==> config.mk <==
export PLATFORM = sky130hd
export DESIGN_NAME = led_driver_diag_readout
export DESIGN_NICKNAME = d
export VERILOG_FILES = /design/src/hw/led_diag_pkg.sv /design/src/hw/led_driver_diag_readout.sv
export SDC_FILE = /design/constraint.sdc
export NUM_CORES = 1
export LEC_CHECK = 0
export ABC_CLOCK_PERIOD_IN_PS = 3000
export BUFFER_PORTS_ARGS = -buffer_cell sky130_fd_sc_hd__buf_4
export CORE_MARGIN = 2
export CORE_UTILIZATION = 60
export DETAILED_ROUTE_END_ITERATION = 8
export PLACE_DENSITY = 0.79
export SETUP_SLACK_MARGIN = 0.15
export SLEW_MARGIN = 5
export SYNTH_ARGS = -nofsm -noshare
export SYNTH_HDL_FRONTEND = slang
export SYNTH_SLANG_ARGS = --single-unit
==> constraint.sdc <==
create_clock -name mclk_in -period 3 [get_ports mclk_in]
set_input_delay 0.3 -clock mclk_in [delete_from_list [all_inputs] [get_ports mclk_in]]
set_output_delay 0.3 -clock mclk_in [all_outputs]
set_load 0.05 [all_outputs]
==> src/hw/led_diag_pkg.sv <==
package led_diag_pkg;

  // ----------------------------------------
  // geometry
  // ----------------------------------------
  localparam int          CHANNELS   = 8;
  localparam int          TEMP_BIT   = 0;

  // ----------------------------------------
  // timing
  // ----------------------------------------
  localparam int          CLK_PERIOD_NS = 10;
  localparam int          STAGGER_NS    = 20;
  localparam int          STAGGER_CYC   = (STAGGER_NS + CLK_PERIOD_NS - 1) / CLK_PERIOD_NS;
  localparam int          STG_W         = 8;
  localparam logic [7:0]  STG_MAX       = 8'hFF;

  // ----------------------------------------
  // error-mode selection by shift-clock pulse count
  // ----------------------------------------
  localparam logic [2:0]  SEL_TEMP     = 3'h0;
  localparam logic [2:0]  SEL_OPEN     = 3'h1;
  localparam logic [2:0]  SEL_SHORT    = 3'h2;
  localparam logic [2:0]  SEL_LOWCUR   = 3'h3;
  localparam logic [2:0]  SEL_SHUTDOWN = 3'h4;
  localparam logic [2:0]  SEL_MAX      = 3'h7;

  // ----------------------------------------
  // reset values and patterns
  // ----------------------------------------
  localparam logic [7:0]  SR_RST       = 8'h00;
  localparam logic [7:0]  DATA_RST     = 8'h00;
  localparam logic [7:0]  ALL_ONES     = 8'hFF;
  localparam logic [6:0]  TEMP_PAD     = 7'h00;
  localparam logic [7:0]  STATUS_OK    = 8'hFF;

endpackage

==> src/hw/led_driver_diag_readout.sv <==
`timescale 1ns/100ps
module led_driver_diag_readout
  import led_diag_pkg::*;
(
  // clock and reset
  input  wire logic                    mclk_in,
  input  wire logic                    resetn_in,
  // serial pins from host or previous device
  input  wire logic                    shift_clk_in,
  input  wire logic                    serial_in_in,
  input  wire logic                    load_strobe_in,
  input  wire logic                    output_enable_n_in,
  // analog status, 1 = normal, 0 = fault
  input  wire logic                    over_temp_flag_in,
  input  wire logic [CHANNELS-1:0]     open_led_flag_in,
  input  wire logic [CHANNELS-1:0]     short_led_flag_in,
  // pins and status outputs
  output logic                         serial_out_out,
  output logic [CHANNELS-1:0]          led_sink_output_out,
  output logic                         diag_reduced_current_out,
  output logic                         shutdown_out,
  output logic                         error_mode_out
);
  import led_diag_pkg::*;

  // ----------------------------------------
  // pin synchronisers and edge detect
  // ----------------------------------------
  logic [3:0] sync1_ff;
  logic [3:0] sync2_ff;
  logic [3:0] sync3_ff;

  always_ff @(posedge mclk_in or negedge resetn_in) begin
    if (!resetn_in) begin
      // the enable pin idles high; resetting its stages low would fake a rise
      // after reset and capture statuses that nobody asked for
      sync1_ff <= 4'h8;
      sync2_ff <= 4'h8;
      sync3_ff <= 4'h8;
    end else begin
      sync1_ff <= {output_enable_n_in, load_strobe_in, serial_in_in, shift_clk_in};
      sync2_ff <= sync1_ff;
      sync3_ff <= sync2_ff;
    end
  end

  logic sclk_rise;
  logic sclk_fall;
  logic sin;
  logic ld_rise;
  logic ld_fall;
  logic ld_lvl;
  logic oen_lvl;
  logic oen_rise;
  logic oen_fall;

  assign sclk_rise = sync2_ff[0] & ~sync3_ff[0];
  assign sclk_fall = ~sync2_ff[0] & sync3_ff[0];
  assign sin       = sync2_ff[1];
  assign ld_lvl    = sync2_ff[2];
  assign ld_rise   = sync2_ff[2] & ~sync3_ff[2];
  assign ld_fall   = ~sync2_ff[2] & sync3_ff[2];
  assign oen_lvl   = sync2_ff[3];
  assign oen_rise  = sync2_ff[3] & ~sync3_ff[3];
  assign oen_fall  = ~sync2_ff[3] & sync3_ff[3];

  // ----------------------------------------
  // error-detection mode and pulse count
  // ----------------------------------------
  logic       err_mode_ff;
  logic [2:0] sel_ff;

  // any load fall leaves error mode, whatever count was reached
  always_ff @(posedge mclk_in or negedge resetn_in) begin
    if (!resetn_in) begin
      err_mode_ff <= 1'b0;
    end else if (ld_rise && oen_lvl) begin
      err_mode_ff <= 1'b1;
    end else if (ld_fall) begin
      err_mode_ff <= 1'b0;
    end
  end

  // the count survives load fall so the following shift cycle knows its report
  always_ff @(posedge mclk_in or negedge resetn_in) begin
    if (!resetn_in) begin
      sel_ff <= SEL_TEMP;
    end else if (ld_rise && oen_lvl) begin
      sel_ff <= SEL_TEMP;
    end else if (err_mode_ff && ld_lvl && sclk_rise && sel_ff != SEL_MAX) begin
      sel_ff <= sel_ff + 3'h1;
    end
  end

  // ----------------------------------------
  // status capture on enable rise
  // ----------------------------------------
  logic                temp_cap_ff;
  logic [CHANNELS-1:0] open_cap_ff;
  logic [CHANNELS-1:0] short_cap_ff;

  // status inputs are slow analog levels, settled long before the enable rises
  always_ff @(posedge mclk_in or negedge resetn_in) begin
    if (!resetn_in) begin
      temp_cap_ff  <= 1'b1;
      open_cap_ff  <= STATUS_OK;
      short_cap_ff <= STATUS_OK;
    end else if (oen_rise) begin
      temp_cap_ff  <= over_temp_flag_in;
      open_cap_ff  <= open_led_flag_in;
      short_cap_ff <= short_led_flag_in;
    end
  end

  // ----------------------------------------
  // shift register and data register
  // ----------------------------------------
  logic [CHANNELS-1:0] sr_ff;
  logic [CHANNELS-1:0] data_ff;
  logic [CHANNELS-1:0] nxt_report;

  // the seven spare bits of the temperature word read as zero
  always_comb begin
    case (sel_ff)
      SEL_OPEN:   nxt_report = open_cap_ff;
      SEL_SHORT:  nxt_report = short_cap_ff;
      SEL_LOWCUR: nxt_report = ALL_ONES;
      default:    nxt_report = {TEMP_PAD, temp_cap_ff};
    endcase
  end

  always_ff @(posedge mclk_in or negedge resetn_in) begin
    if (!resetn_in) begin
      sr_ff <= SR_RST;
    end else if (ld_fall && err_mode_ff) begin
      sr_ff <= nxt_report;
    end else if (sclk_rise && !err_mode_ff) begin
      // selection pulses in error mode must not disturb the loaded report
      // new bit enters at the top, LSB leaves toward the next device
      sr_ff <= {sin, sr_ff[CHANNELS-1:1]};
    end
  end

  always_ff @(posedge mclk_in or negedge resetn_in) begin
    if (!resetn_in) begin
      data_ff <= DATA_RST;
    end else if (ld_rise) begin
      // taken on every load rise, error-mode entry included
      data_ff <= sr_ff;
    end
  end

  // ----------------------------------------
  // serial output: LSB stage on rise, pin on fall outside error mode, gated input in error mode
  // ----------------------------------------
  logic lsb_stage_ff;
  logic gate_flag;

  // the pin follows the shift clock pin by three mclk cycles, so the host
  // must keep shift clock phases well above that
  always_ff @(posedge mclk_in or negedge resetn_in) begin
    if (!resetn_in) begin
      lsb_stage_ff <= 1'b0;
    end else if (sclk_rise) begin
      lsb_stage_ff <= sr_ff[0];
    end
  end

  // global flag ANDed into the chain; pass-through for mode 3 and 4 selection
  always_comb begin
    case (sel_ff)
      SEL_TEMP:  gate_flag = temp_cap_ff;
      SEL_OPEN:  gate_flag = &(open_cap_ff | ~data_ff);
      SEL_SHORT: gate_flag = &(short_cap_ff | ~data_ff);
      default:   gate_flag = 1'b1;
    endcase
  end

  always_ff @(posedge mclk_in or negedge resetn_in) begin
    if (!resetn_in) begin
      serial_out_out <= 1'b1;
    end else if (err_mode_ff) begin
      serial_out_out <= sin & gate_flag;
    end else if (sclk_fall) begin
      serial_out_out <= lsb_stage_ff;
    end
  end

  // ----------------------------------------
  // low-current diagnostic mode
  // ----------------------------------------
  logic lc_armed_ff;

  // the arm survives until the reduced-current window closes on enable rise
  always_ff @(posedge mclk_in or negedge resetn_in) begin
    if (!resetn_in) begin
      lc_armed_ff <= 1'b0;
    end else if (ld_fall && err_mode_ff && sel_ff == SEL_LOWCUR) begin
      lc_armed_ff <= 1'b1;
    end else if (oen_rise && diag_reduced_current_out) begin
      lc_armed_ff <= 1'b0;
    end
  end

  always_ff @(posedge mclk_in or negedge resetn_in) begin
    if (!resetn_in) begin
      diag_reduced_current_out <= 1'b0;
    end else if (oen_fall && lc_armed_ff) begin
      diag_reduced_current_out <= 1'b1;
    end else if (oen_rise) begin
      diag_reduced_current_out <= 1'b0;
    end
  end

  // ----------------------------------------
  // shutdown / wakeup
  // ----------------------------------------
  // shutdown only darkens the channels; the serial chain keeps working
  // a count of three at a rise marks that rise as the fourth pulse
  always_ff @(posedge mclk_in or negedge resetn_in) begin
    if (!resetn_in) begin
      shutdown_out <= 1'b0;
    end else if (err_mode_ff && ld_lvl && sclk_rise && sel_ff == SEL_LOWCUR) begin
      // this rise is the fourth pulse
      shutdown_out <= ~sin;
    end
  end

  // registered copy for the pin, one cycle behind the internal flag
  always_ff @(posedge mclk_in or negedge resetn_in) begin
    if (!resetn_in) begin
      error_mode_out <= 1'b0;
    end else begin
      error_mode_out <= err_mode_ff;
    end
  end

  // ----------------------------------------
  // staggered output turn-on
  // ----------------------------------------
  // each channel times its own turn-on, so a data load or a wakeup while the
  // enable is low is staggered as well, not only the enable fall
  // STG_W bounds the longest delay; it must hold the last channel's count
  genvar k;
  generate
    for (k = 0; k < CHANNELS; k++) begin : g_ch
      localparam logic [STG_W-1:0] DLY = STG_W'(k * STAGGER_CYC);
      logic             want;
      logic [STG_W-1:0] wait_cnt_ff;

      assign want = data_ff[k] & ~oen_lvl & ~shutdown_out;

      always_ff @(posedge mclk_in or negedge resetn_in) begin
        if (!resetn_in) begin
          wait_cnt_ff <= '0;
        end else if (!want) begin
          wait_cnt_ff <= '0;
        end else if (wait_cnt_ff != DLY) begin
          wait_cnt_ff <= wait_cnt_ff + STG_W'(1);
        end
      end

      always_ff @(posedge mclk_in or negedge resetn_in) begin
        if (!resetn_in) begin
          led_sink_output_out[k] <= 1'b0;
        end else begin
          led_sink_output_out[k] <= want & (wait_cnt_ff == DLY);
        end
      end
    end
  endgenerate

endmodule

# Word-level counts from Yosys, hierarchy flattened
# Index checks and enable logic that the tools add are counted.
# word_totals
wordCells	161
reg_bits	127
out_inout_bits	12
# op_classes
mux	30
bitwise_logic	42
addsub	9
n_eq_ne	26
n_reduce_logical	22
# op_table
op	count
$mux W8	18
$add A8 B1 Y8 const B	8
$eq A8 B4 Y1 const B	4
$ne A8 B4 Y1 const B	4
$and A1 B1 Y1	31
$pmux W8 S3	1
$eq A8 B3 Y1 const B	2
$ne A2 B1 Y1 const B	8
$ne A8 B3 Y1 const B	2
$or A8 B8 Y8	2
$reduce_and A8 Y1	2
$reduce_bool A2 Y1	6
$logic_and A1 B1 Y1	10
$eq A8 B2 Y1 const B	1
$logic_not A8 Y1	1
$mux W1	8
$ne A8 B2 Y1 const B	1
$not A1 Y1	8
$not A8 Y8	1
$reduce_bool A8 Y1	1
$eq A3 B2 Y1 const B	2
$mux W3	2
$add A3 B1 Y3 const B	1
$eq A3 B1 Y1 const B	1
4 further kinds	4

# Logic depth before layout (Yosys ltp)
# Gate-level depths: netlist of the first run.
# depth
depth_word	6
depth_mapped	7

# Worst setup path before layout of the first run
# OpenSTA, ideal clock, no wires.
# synth_timing
path_type	register to register
start	register g_ch[7].wait_cnt_ff[0]
end	register g_ch[7].wait_cnt_ff[0]
period_less_slack_ps	1701
setup_ps	128
required_ps	2872
path_stages_with_launch	7
t_arrival_ps	1573
setup_slack_ps	1299
path_buffers	0
cell_sequence	dfrtp_1 > inv_1 > ha_1 > or4b_4 > or3_4 > xnor2_1 > nor2_1
# synth_between
elab_chain_len	3
elab_cells_between_ends	5
cone_classes	add/sub (1); eq/ne (2); mux (2)
# synth_rtl
element	line	rtl
start, declared	led_driver_diag_readout.sv:249	logic [STG_W-1:0] wait_cnt_ff;
start signal, assigned	led_driver_diag_readout.sv:259	wait_cnt_ff <= wait_cnt_ff + STG_W'(1);
$add A8 B1 Y8	led_driver_diag_readout.sv:259	
$mux W8	led_driver_diag_readout.sv:258	end else if (wait_cnt_ff != DLY) begin
$mux W8	led_driver_diag_readout.sv:256	end else if (!want) begin
# Several ways; a longest one is shown, not always the timed one. The select of a mux whose other input is x is not followed.
# A chain may end at the register's enable or synchronous reset.

# Worst setup path after layout of the first run
# layout_timing
start	register err_mode_ff
end	register sr_ff[0]
# layout_between
elab_chain_len	3
elab_cells_between_ends	5
cone_classes	mux (1); reduce/logical (4)
# layout_rtl
element	line	rtl
start, declared	led_driver_diag_readout.sv:70	logic err_mode_ff;
start signal, assigned	led_driver_diag_readout.sv:76	err_mode_ff <= 1'b0;
start signal, assigned	led_driver_diag_readout.sv:78	err_mode_ff <= 1'b1;
start signal, assigned	led_driver_diag_readout.sv:80	err_mode_ff <= 1'b0;
$logic_not A1 Y1	led_driver_diag_readout.sv:137	end else if (sclk_rise && !err_mode_ff) begin
$logic_and A1 B1 Y1	led_driver_diag_readout.sv:137	
$reduce_bool A2 Y1 (no line)	n/a	
end signal, assigned	led_driver_diag_readout.sv:136	sr_ff <= nxt_report;
end signal, assigned	led_driver_diag_readout.sv:140	sr_ff <= {sin, sr_ff[CHANNELS-1:1]};
end, declared	led_driver_diag_readout.sv:118	logic [CHANNELS-1:0] sr_ff;
# Several ways; a longest one is shown, not always the timed one.

==> results of run 1 <==
## logic make-up after synthesis
group	after synthesis	share of synthesized area, %
xor gates and xnor gates	49	7.40
buffers and inverters	35	2.31
AOI/OAI and AO/OA	78	8.70
muxes	24	4.55
adders and majority gates	22	4.75
and+or+nand+nor	208	17.5
DFF	126	54.8
## metrics by stage
step / area, um2 / setup slack (ns) / total power, mW / hold WS (ns)
floorplan: 5800 / 1.30 / 2.52 / 0.00441
global placement: 6230 / 1.18 / 2.74 / 0.258
detailed placement: 6230 / 1.04 / 2.77 / 0.264
CTS: 6980 / 1.07 / 4.90 / 0.000175
global route: 6980 / 0.844 / 5.10 / 0.000752
finish: 6980 / 1.05 / 4.88 / 0.0146
## synthesized netlist by cell type, drive strengths merged (14+ instances only)
cell type and number:
nor2b 14, nor2 75, xor2 35, inv 24, mux2 19, o21ai 28
nand2 36, and3 17, dfstp 21, dfrtp 105, ha 22, nand3 35
xnor2 14
## final timing paths
path	to	slack, ns	cells past startpoint
setup / recovery	sr_ff[0]	1.05	4
setup reg to reg	sr_ff[0]	1.05	4
min in group asynchronous	g_ch[0].wait_cnt_ff[6]	0.25	2
hold reg to reg	sync2_ff[2]	0.34	0
hold / removal	short_cap_ff[3]	0.01	2
max in group asynchronous	open_cap_ff[6]	1.98	3
## routing by layer
layer  up-vias  share of wire (%)  GRT usage, %  routed length, um
li1       1995                  -             -                  -
met1      2025                 46          32.1               5230
met2        87                 49          38.8               5630
met3        25                3.4          7.25                392
met4         0                2.1          9.23                238
met5         -                  0             0                  0
## sequential cells by signal, summed over array words and instances, names as in the netlist
| register | count |
|---|---|
| shutdown_out | 1 |
| sync2_ff | 4 |
| short_cap_ff | 8 |
| open_cap_ff | 8 |
| serial_out_out | 1 |
| temp_cap_ff | 1 |
| sr_ff | 8 |
| lsb_stage_ff | 1 |
| g_ch.wait_cnt_ff | 64 |
| sync3_ff | 3 |
| data_ff | 8 |
| led_sink_output_out | 8 |
| err_mode_ff | 1 |
| diag_reduced_current_out | 1 |
| sel_ff | 3 |
| error_mode_out | 1 |
| sync1_ff | 4 |
| lc_armed_ff | 1 |
## cell type report
| type | count | area, um2 | share of cell area, % |
|---|---|---|---|
| flip-flops and latches | 126 | 3180 | 45.6 |
| multi-input cells | 381 | 2490 | 35.6 |
| repair buffers | 53 | 445 | 6.38 |
| clock buffers | 18 | 418 | 5.99 |
| clock inverters | 14 | 193 | 2.76 |
| well taps | 129 | 161 | 2.31 |
| inverters | 25 | 93.8 | 1.34 |
## repair_timing
action,in CTS,in global routing
setup endpoints to repair,0,0
hold buffers,14,0
hold endpoints to repair,43,0
## power groups by stage
stage / clock [mW] / sequential [mW] / combinational, mW
floorplan: 0 / 2.12 / 0.401
global route: 2.22 / 2.15 / 0.728
finish: 2.10 / 2.13 / 0.647
CTS: 2.13 / 2.12 / 0.653
global placement: 0 / 2.13 / 0.606
detailed placement: 0 / 2.14 / 0.630
==> flow_summary.ini, run 1 <==
[timing]
max_slew_margin_pct = 39.4
period_share_pct = 64.9
final_max_slew_viol_count = 0
worst_slew_pin_slew_ns = 0.909
setup_viol = 0
rsz0062_at_grt = no
hold_viol = 0
tns_ns = 0
max_freq_mhz = 514
finalClockSkew_ns = 0.0111
period_needed_ns = 1.95

[yosys]
ys_ff_latch = 126
synth_area_leaders = dfrtp_1 (45%), dfstp_2 (9.5%), xor2_1 (5.3%)
synth_ff_type = dfrtp_1
postSynthCellCount = 542
ys_warn_count = 0
synthesis.nets = 587
synth-edff-count = 0
yosysTopAreaCellShare_pct = 45.3
yosys.area.top_type = dfrtp_1
ys_async_sr_fraction_pct = 100
ys_seq_area_share_pct = 54.8
ys_types = 42
syn-cell-area_mm2 = 0.00580
syn_area_per_cell_um2 = 10.7

[cts]
cts-resized-gates = 0
cts.sinks = 126
clk_pin_slew_ns = 0.06
cts_max_level = 4
cts-root-buf = clkbuf_8
clk_latency_ns = 0.53
cts_post_setup_buffers_inserted = 0
cts_tree = done
cts_buffers = 17
clock_path_buffers = 2

[final_layout]
finalNetCount = 649
final_common_cell = dfrtp_1
final_layout_size_suffix_gt1_share_pct = 18.8
nFillCells = 631
diodes = 0
syn2layout_area_growth_pct = 20.3
instances_no_fill = 746
utilization_pct = 74.8
mostFrequentLayoutCells = dfrtp_1 (105), nor2_1 (75), buf_4 (38)

[power]
switching_share_pct = 27.3
comb_power_share_pct = 13.3
ir_worst_vdd_mv = 0.494
p_leak_nw = 3.12
seqPwrFrac_pct = 43.6
p_clk_share_pct = 43.2
internal_power_mw = 3.55
power.switching_mw = 1.33
powerDensity_mw_per_mm2 = 699

[detailed_routing]
drtIter0Drc = 140
drt_pre_antenna_iters = 5
routed_wirelength_um = 11500
vias_per_cell = 5.54
antenna_left = 0
drc = 0
routedWlPerCell_um = 15.4
routed-via-count = 4132

[setup_path]
setup.worst_path.class = reg2reg
worst-path-buf-inv = 0
path_max_fanout = 18
cp-start-kind = flop
arrival_ns = 2.36
startpoint = err_mode_ff
slowest_stage = a21oi_1
cp-end-kind = flop
worstPathCellList = and3b_1 -> a21oi_1 -> a311oi_1 -> a21o_1
critPathTopFamily = compound AO/OA/AOI/OAI gates
cp_slowest_stage_delay_ns = 0.78
cp.required_ns = 3.41
r2r-start = err_mode_ff

[floorplan]
num_rows = 35
dieHeight_um = 102
die_w_um = 102
die_area_mm2 = 0.0105
pin_count = 35
start_util_pct = 62.2
core-area_mm2 = 0.00933

[grt]
first_global_vias = 4117
antenna_found_initial = 0
grt_max_degree = 66
grt_first_pass_wirelength_um = 19500
grt_use_total_pct = 24.5
grt_overflow_total = 0

[worst_hold_path]
hold_path.startpoint = short_led_flag_in[3]
hold_path.class = in2reg

[placement]
io_buffers = 34
place_inst = 700
dp_hpwl_um = 7490
place.gp.congestion = 0.885

[status]
status = finished, final reports clean

[run]
drv_cap = 0
(Power assumes the default switching activity.)
==> run 2: changes to the inputs <==
--- a/config.mk
+++ b/config.mk
@@ -5,12 +5,12 @@
 export SDC_FILE = /design/constraint.sdc
 export NUM_CORES = 1
 export LEC_CHECK = 0
-export ABC_CLOCK_PERIOD_IN_PS = 3000
+export ABC_CLOCK_PERIOD_IN_PS = 1700
 export BUFFER_PORTS_ARGS = -buffer_cell sky130_fd_sc_hd__buf_4
 export CORE_MARGIN = 2
-export CORE_UTILIZATION = 60
+export CORE_UTILIZATION = 55
 export DETAILED_ROUTE_END_ITERATION = 8
-export PLACE_DENSITY = 0.79
+export PLACE_DENSITY = 0.76
 export SETUP_SLACK_MARGIN = 0.15
 export SLEW_MARGIN = 5
 export SYNTH_ARGS = -nofsm -noshare
==> constraint.sdc (replaced) <==
create_clock -name mclk_in -period 1.7 [get_ports mclk_in]
set_input_delay 0.17 -clock mclk_in [delete_from_list [all_inputs] [get_ports mclk_in]]
set_output_delay 0.17 -clock mclk_in [all_outputs]
set_load 0.05 [all_outputs]
==> flow_summary.ini, run 2 (synthesis results as in run 1) <==
[status]
status = complete, but fails checks
violations = negative setup slack

[timing]
tns_ns = -0.0727
finalClockSkew_ns = 0.00756
fin_ws_ns = -0.0401
final_max_slew_viol_count = 0
hold_viol = 0
period_needed_ns = 1.74
rsz0062_at_grt = yes
max_slew_margin_pct = 73.3
period_share_pct = 102
setup_viol = 2
max_freq_mhz = 575
worst_slew_pin_slew_ns = 0.400

[detailed_routing]
routed_wirelength_um = 12100
drt_pre_antenna_iters = 4
routedWlPerCell_um = 15.7
vias_per_cell = 5.56
routed-via-count = 4300
antenna_left = 0
drc = 0
drtIter0Drc = 237

[floorplan]
core-area_mm2 = 0.0103
start_util_pct = 56.4
dieHeight_um = 107
die_w_um = 107
num_rows = 37
die_area_mm2 = 0.0114
pin_count = 35

[grt]
grt_max_degree = 70
grt_use_total_pct = 22.3
first_global_vias = 4159
grt_first_pass_wirelength_um = 19800
antenna_found_initial = 0
grt_overflow_total = 0

[cts]
cts_buffers = 17
clk_latency_ns = 0.51
cts.sinks = 126
cts_tree = done
cts-root-buf = clkbuf_8
cts_max_level = 4
clock_path_buffers = 2
clk_pin_slew_ns = 0.06

[worst_hold_path]
hold_path.class = in2async

[final_layout]
mostFrequentLayoutCells = dfrtp_1 (104), nor2_1 (72), buf_4 (48)
largest_register_ffs = 64
final_common_cell = dfrtp_1
nFillCells = 728
finalNetCount = 670
instances_no_fill = 774
final_layout_size_suffix_gt1_share_pct = 24.9
syn2layout_area_growth_pct = 26.5
diodes = 0
regMostFlops = g_ch.wait_cnt_ff

[placement]
dp_hpwl_um = 7650
io_buffers = 34
place_inst = 713
place.gp.congestion = 0.845
dp_slack_ns = -0.119

[power]
powerDensity_mw_per_mm2 = 1170
ir_worst_vdd_mv = 0.687
p_leak_nw = 3.26

[setup_path]
r2r-start = g_ch[7].wait_cnt_ff[0]
arrival_ns = 2.13
setup.worst_path.class = reg2reg
cp.required_ns = 2.09
cp-end-kind = flop
reg2reg_depth = 6
startpoint = g_ch[7].wait_cnt_ff[0]
ff2ff_setup_slack_ns = -0.04
cp-start-kind = flop
path_max_fanout = 4
rr_endpoint = g_ch[7].wait_cnt_ff[1]

[run]
drv_cap = 0
run 2: cell count changes in the layout (fill, tap and decap cells not counted), moves of 4 or more:
| cell | previous run | this run |
|---|---|---|
| o21ai_1 | 0 | 4 |
| dlygate4sd3_1 | 14 | 22 |
| nor4b_1 | 6 | 0 |
| ha_1 | 22 | 18 |
| nor4b_2 | 0 | 5 |
| o21ai_0 | 28 | 24 |
| buf_4 | 38 | 48 |
| clkbuf_8 | 1 | 5 |
run 2: how the worst max path moves through the flow:
stage                              to  cells after the start
6_report       g_ch[7].wait_cnt_ff[1]                      6
5_1_grt        g_ch[7].wait_cnt_ff[0]                      6
4_1_cts        g_ch[7].wait_cnt_ff[1]                      6
3_5_place_dp   g_ch[3].wait_cnt_ff[1]                      3
3_3_place_gp   led_sink_output_out[6]                      3
2_1_floorplan  g_ch[7].wait_cnt_ff[0]                      6
run 2: worst max-delay path: stages, from the launching register on:
cell      delay [ns]
dfrtp_1         0.37
inv_1           0.06
ha_1            0.13
or4b_4          0.48
or3_4           0.38
nor2_1          0.13
a211oi_2        0.06
run 2: cell type report:
cell class                 count  area [um2]  share of cell area (%)
multi-input combinational    381        2660                    36.2
clock inverter                10         113                    1.54
sequential                   126        3180                    43.4
tap                          136         170                    2.32
timing repair buffer          74         646                    8.80
clock buffer                  22         473                    6.45
inverter                      25        96.3                    1.31
run 2: report_power, final:
part | switching, mW | total, mW | leakage [nW] | internal [mW]
sequential | 0.349 | 3.73 | 1.64 | 3.39
combinational | 0.719 | 1.32 | 1.34 | 0.602
clock | 1.29 | 3.52 | 0.275 | 2.23
total | 2.36 | 8.57 | 3.26 | 6.22
run 2: layer usage:
layer  global-route usage (%)  wire length [um]
met2                     36.4              6090
met1                     29.8              5520
met5                        0                 0
met4                     6.96               165
met3                     5.41               337
run 2: through the flow:
| stage | utilization, % | area (um2) | total power, mW | hold WS [ns] |
|---|---|---|---|---|
| 2_1_floorplan | - | 5800 | 4.45 | -0.126 |
| 3_3_place_gp | 61.4 | 6310 | 4.86 | 0.208 |
| 3_5_place_dp | 61.4 | 6310 | 4.93 | 0.207 |
| 4_1_cts | 69.8 | 7170 | 8.51 | 0.212 |
| 5_1_grt | 71.4 | 7330 | 8.94 | 0.228 |
| 6_report | 71.4 | 7330 | 8.57 | 0.201 |
run 2: timing repair:
action,CTS,global route
pin swaps,6,9
endpoints found under the hold margin,143,0
hold buffers,22,0
setup buffers,0,7
gates resized for setup,12,34
cloned,0,0
setup endpoints to repair,76,40
==> run 3: changes to the inputs <==
--- a/config.mk
+++ b/config.mk
@@ -7,8 +7,10 @@
 export LEC_CHECK = 0
 export ABC_CLOCK_PERIOD_IN_PS = 1700
 export BUFFER_PORTS_ARGS = -buffer_cell sky130_fd_sc_hd__buf_4
+export CELL_PAD_IN_SITES_DETAIL_PLACEMENT = 1
+export CELL_PAD_IN_SITES_GLOBAL_PLACEMENT = 1
 export CORE_MARGIN = 2
-export CORE_UTILIZATION = 55
+export CORE_UTILIZATION = 44
 export DETAILED_ROUTE_END_ITERATION = 8
 export PLACE_DENSITY = 0.76
 export SETUP_SLACK_MARGIN = 0.15
==> flow_summary.ini, run 3 (synthesis results as in run 1) <==
[cts]
clock_path_buffers = 2
clk_pin_slew_ns = 0.05
cts.sinks = 126
clk_latency_ns = 0.43
cts-root-buf = clkbuf_16
cts_tree = done
cts_buffers = 17
cts_max_level = 4

[floorplan]
dieHeight_um = 119
die_w_um = 119
die_area_mm2 = 0.0141
start_util_pct = 45.6
pin_count = 35
core-area_mm2 = 0.0127
num_rows = 41

[timing]
fin_ws_ns = -0.0752
period_share_pct = 104
period_needed_ns = 1.78
rsz0062_at_grt = yes
hold_viol = 0
setup_viol = 3
final_max_slew_viol_count = 0
max_slew_margin_pct = 66.8
max_freq_mhz = 563
finalClockSkew_ns = 0.00643
worst_slew_pin_slew_ns = 0.485

[detailed_routing]
drtIter0Drc = 199
vias_per_cell = 5.31
dr_wl_met3_um = 502
routedWlPerCell_um = 17.9
drt_pre_antenna_iters = 4
antenna_left = 0
routed_wirelength_um = 14700
wl_met1_um = 6310
top_layer = met4
routed-via-count = 4358
drc = 0
wl_met2_um = 7640

[placement]
placed_area_mm2 = 0.00638
dp_hpwl_um = 9150
io_buffers = 34
place_inst = 753
place.gp.congestion = 0.846

[setup_path]
cp.required_ns = 1.99
slowest_stage = or4b_4
path_max_fanout = 4
worstPathCellList = inv_1 -> ha_1 -> or4b_4 -> or3_4 -> xnor2_2 -> nor2_1
arrival_ns = 2.07
cp-start-kind = flop
cp-end-kind = flop
cp_slowest_stage_delay_ns = 0.48
setup.worst_path.class = reg2reg
critPathTopFamily = simple AND/OR/NAND/NOR gates
worst-path-buf-inv = 1

[power]
ir_worst_vdd_mv = 0.981
powerDensity_mw_per_mm2 = 1150
p_leak_nw = 3.31

[final_layout]
instances_no_fill = 820
final_common_cell = dfrtp_1
diodes = 0
largest_register_ffs = 64
finalNetCount = 680
final_layout_size_suffix_gt1_share_pct = 25.8
mostFrequentLayoutCells = dfrtp_1 (100), nor2_1 (69), buf_4 (58)
syn2layout_area_growth_pct = 28.3
final_area_mm2 = 0.00744
regMostFlops = g_ch.wait_cnt_ff

[worst_hold_path]
hold_path.class = in2async

[grt]
grt_max_degree = 49
antenna_found_initial = 0
grt_overflow_total = 0
grt_use_total_pct = 21.7
first_global_vias = 4807
grt_first_pass_wirelength_um = 24100

[run]
drv_cap = 0

[status]
status = complete, but fails checks
violations = negative setup slack
run 3: cell type report:
type	count	area, um2
Tap cell	172	215
Timing Repair Buffer	84	741
Clock inverter	7	60.1
Inverter	25	96.3
Clock buffer	25	495
Multi-Input combinational cell	381	2650
Sequential cell	126	3190
Fill cell	1408	5280
run 3: worst paths after layout:
check	startpoint	endpoint	slack, ns	cells after the start
max in group asynchronous	resetn_in	g_ch[5].wait_cnt_ff[1]	0.89	3
min	resetn_in	error_mode_out	0.16	2
max reg2reg	g_ch[7].wait_cnt_ff[0]	g_ch[7].wait_cnt_ff[0]	-0.08	6
min in group mclk_in	sync1_ff[0]	sync2_ff[0]	0.35	0
min reg2reg	sync1_ff[0]	sync2_ff[0]	0.35	0
max	g_ch[7].wait_cnt_ff[0]	g_ch[7].wait_cnt_ff[0]	-0.08	6
run 3: timing repair:
item | in CTS | in global routing
gates cloned | 0 | 1
gates resized for setup | 21 | 24
setup endpoints to repair | 84 | 35
pin swaps | 7 | 11
hold buffers | 22 | 0
hold endpoints to repair | 130 | 0
buffers inserted | 2 | 10
run 3: per-layer routing:
metal,vias up,GRT usage (%)
met5,-,0
met4,0,6.32
met3,22,6.42
met2,59,37.1
met1,2231,26.7
li1,2046,-
run 3: metrics by stage:
step	total power, mW	util [%]	hold WS, ns	setup TNS [ns]	setup WS [ns]
floorplan	4.45	-	-0.126	-0.000890	-0.000890
global placement	4.90	50.2	-0.0188	-0.510	-0.0786
detailed placement	4.99	50.2	-0.0165	-4.30	-0.196
CTS	8.54	57.1	0.131	-0.131	-0.0851
global route	8.98	58.5	0.153	-0.678	-0.179
finish	8.57	58.5	0.158	-0.176	-0.0752
run 3: report_power, final:
group | total (mW) | internal [mW] | switching [mW] | leakage, nW
logic | 1.39 | 0.623 | 0.764 | 1.40
registers | 3.73 | 3.39 | 0.345 | 1.63
clock network | 3.45 | 2.15 | 1.30 | 0.281
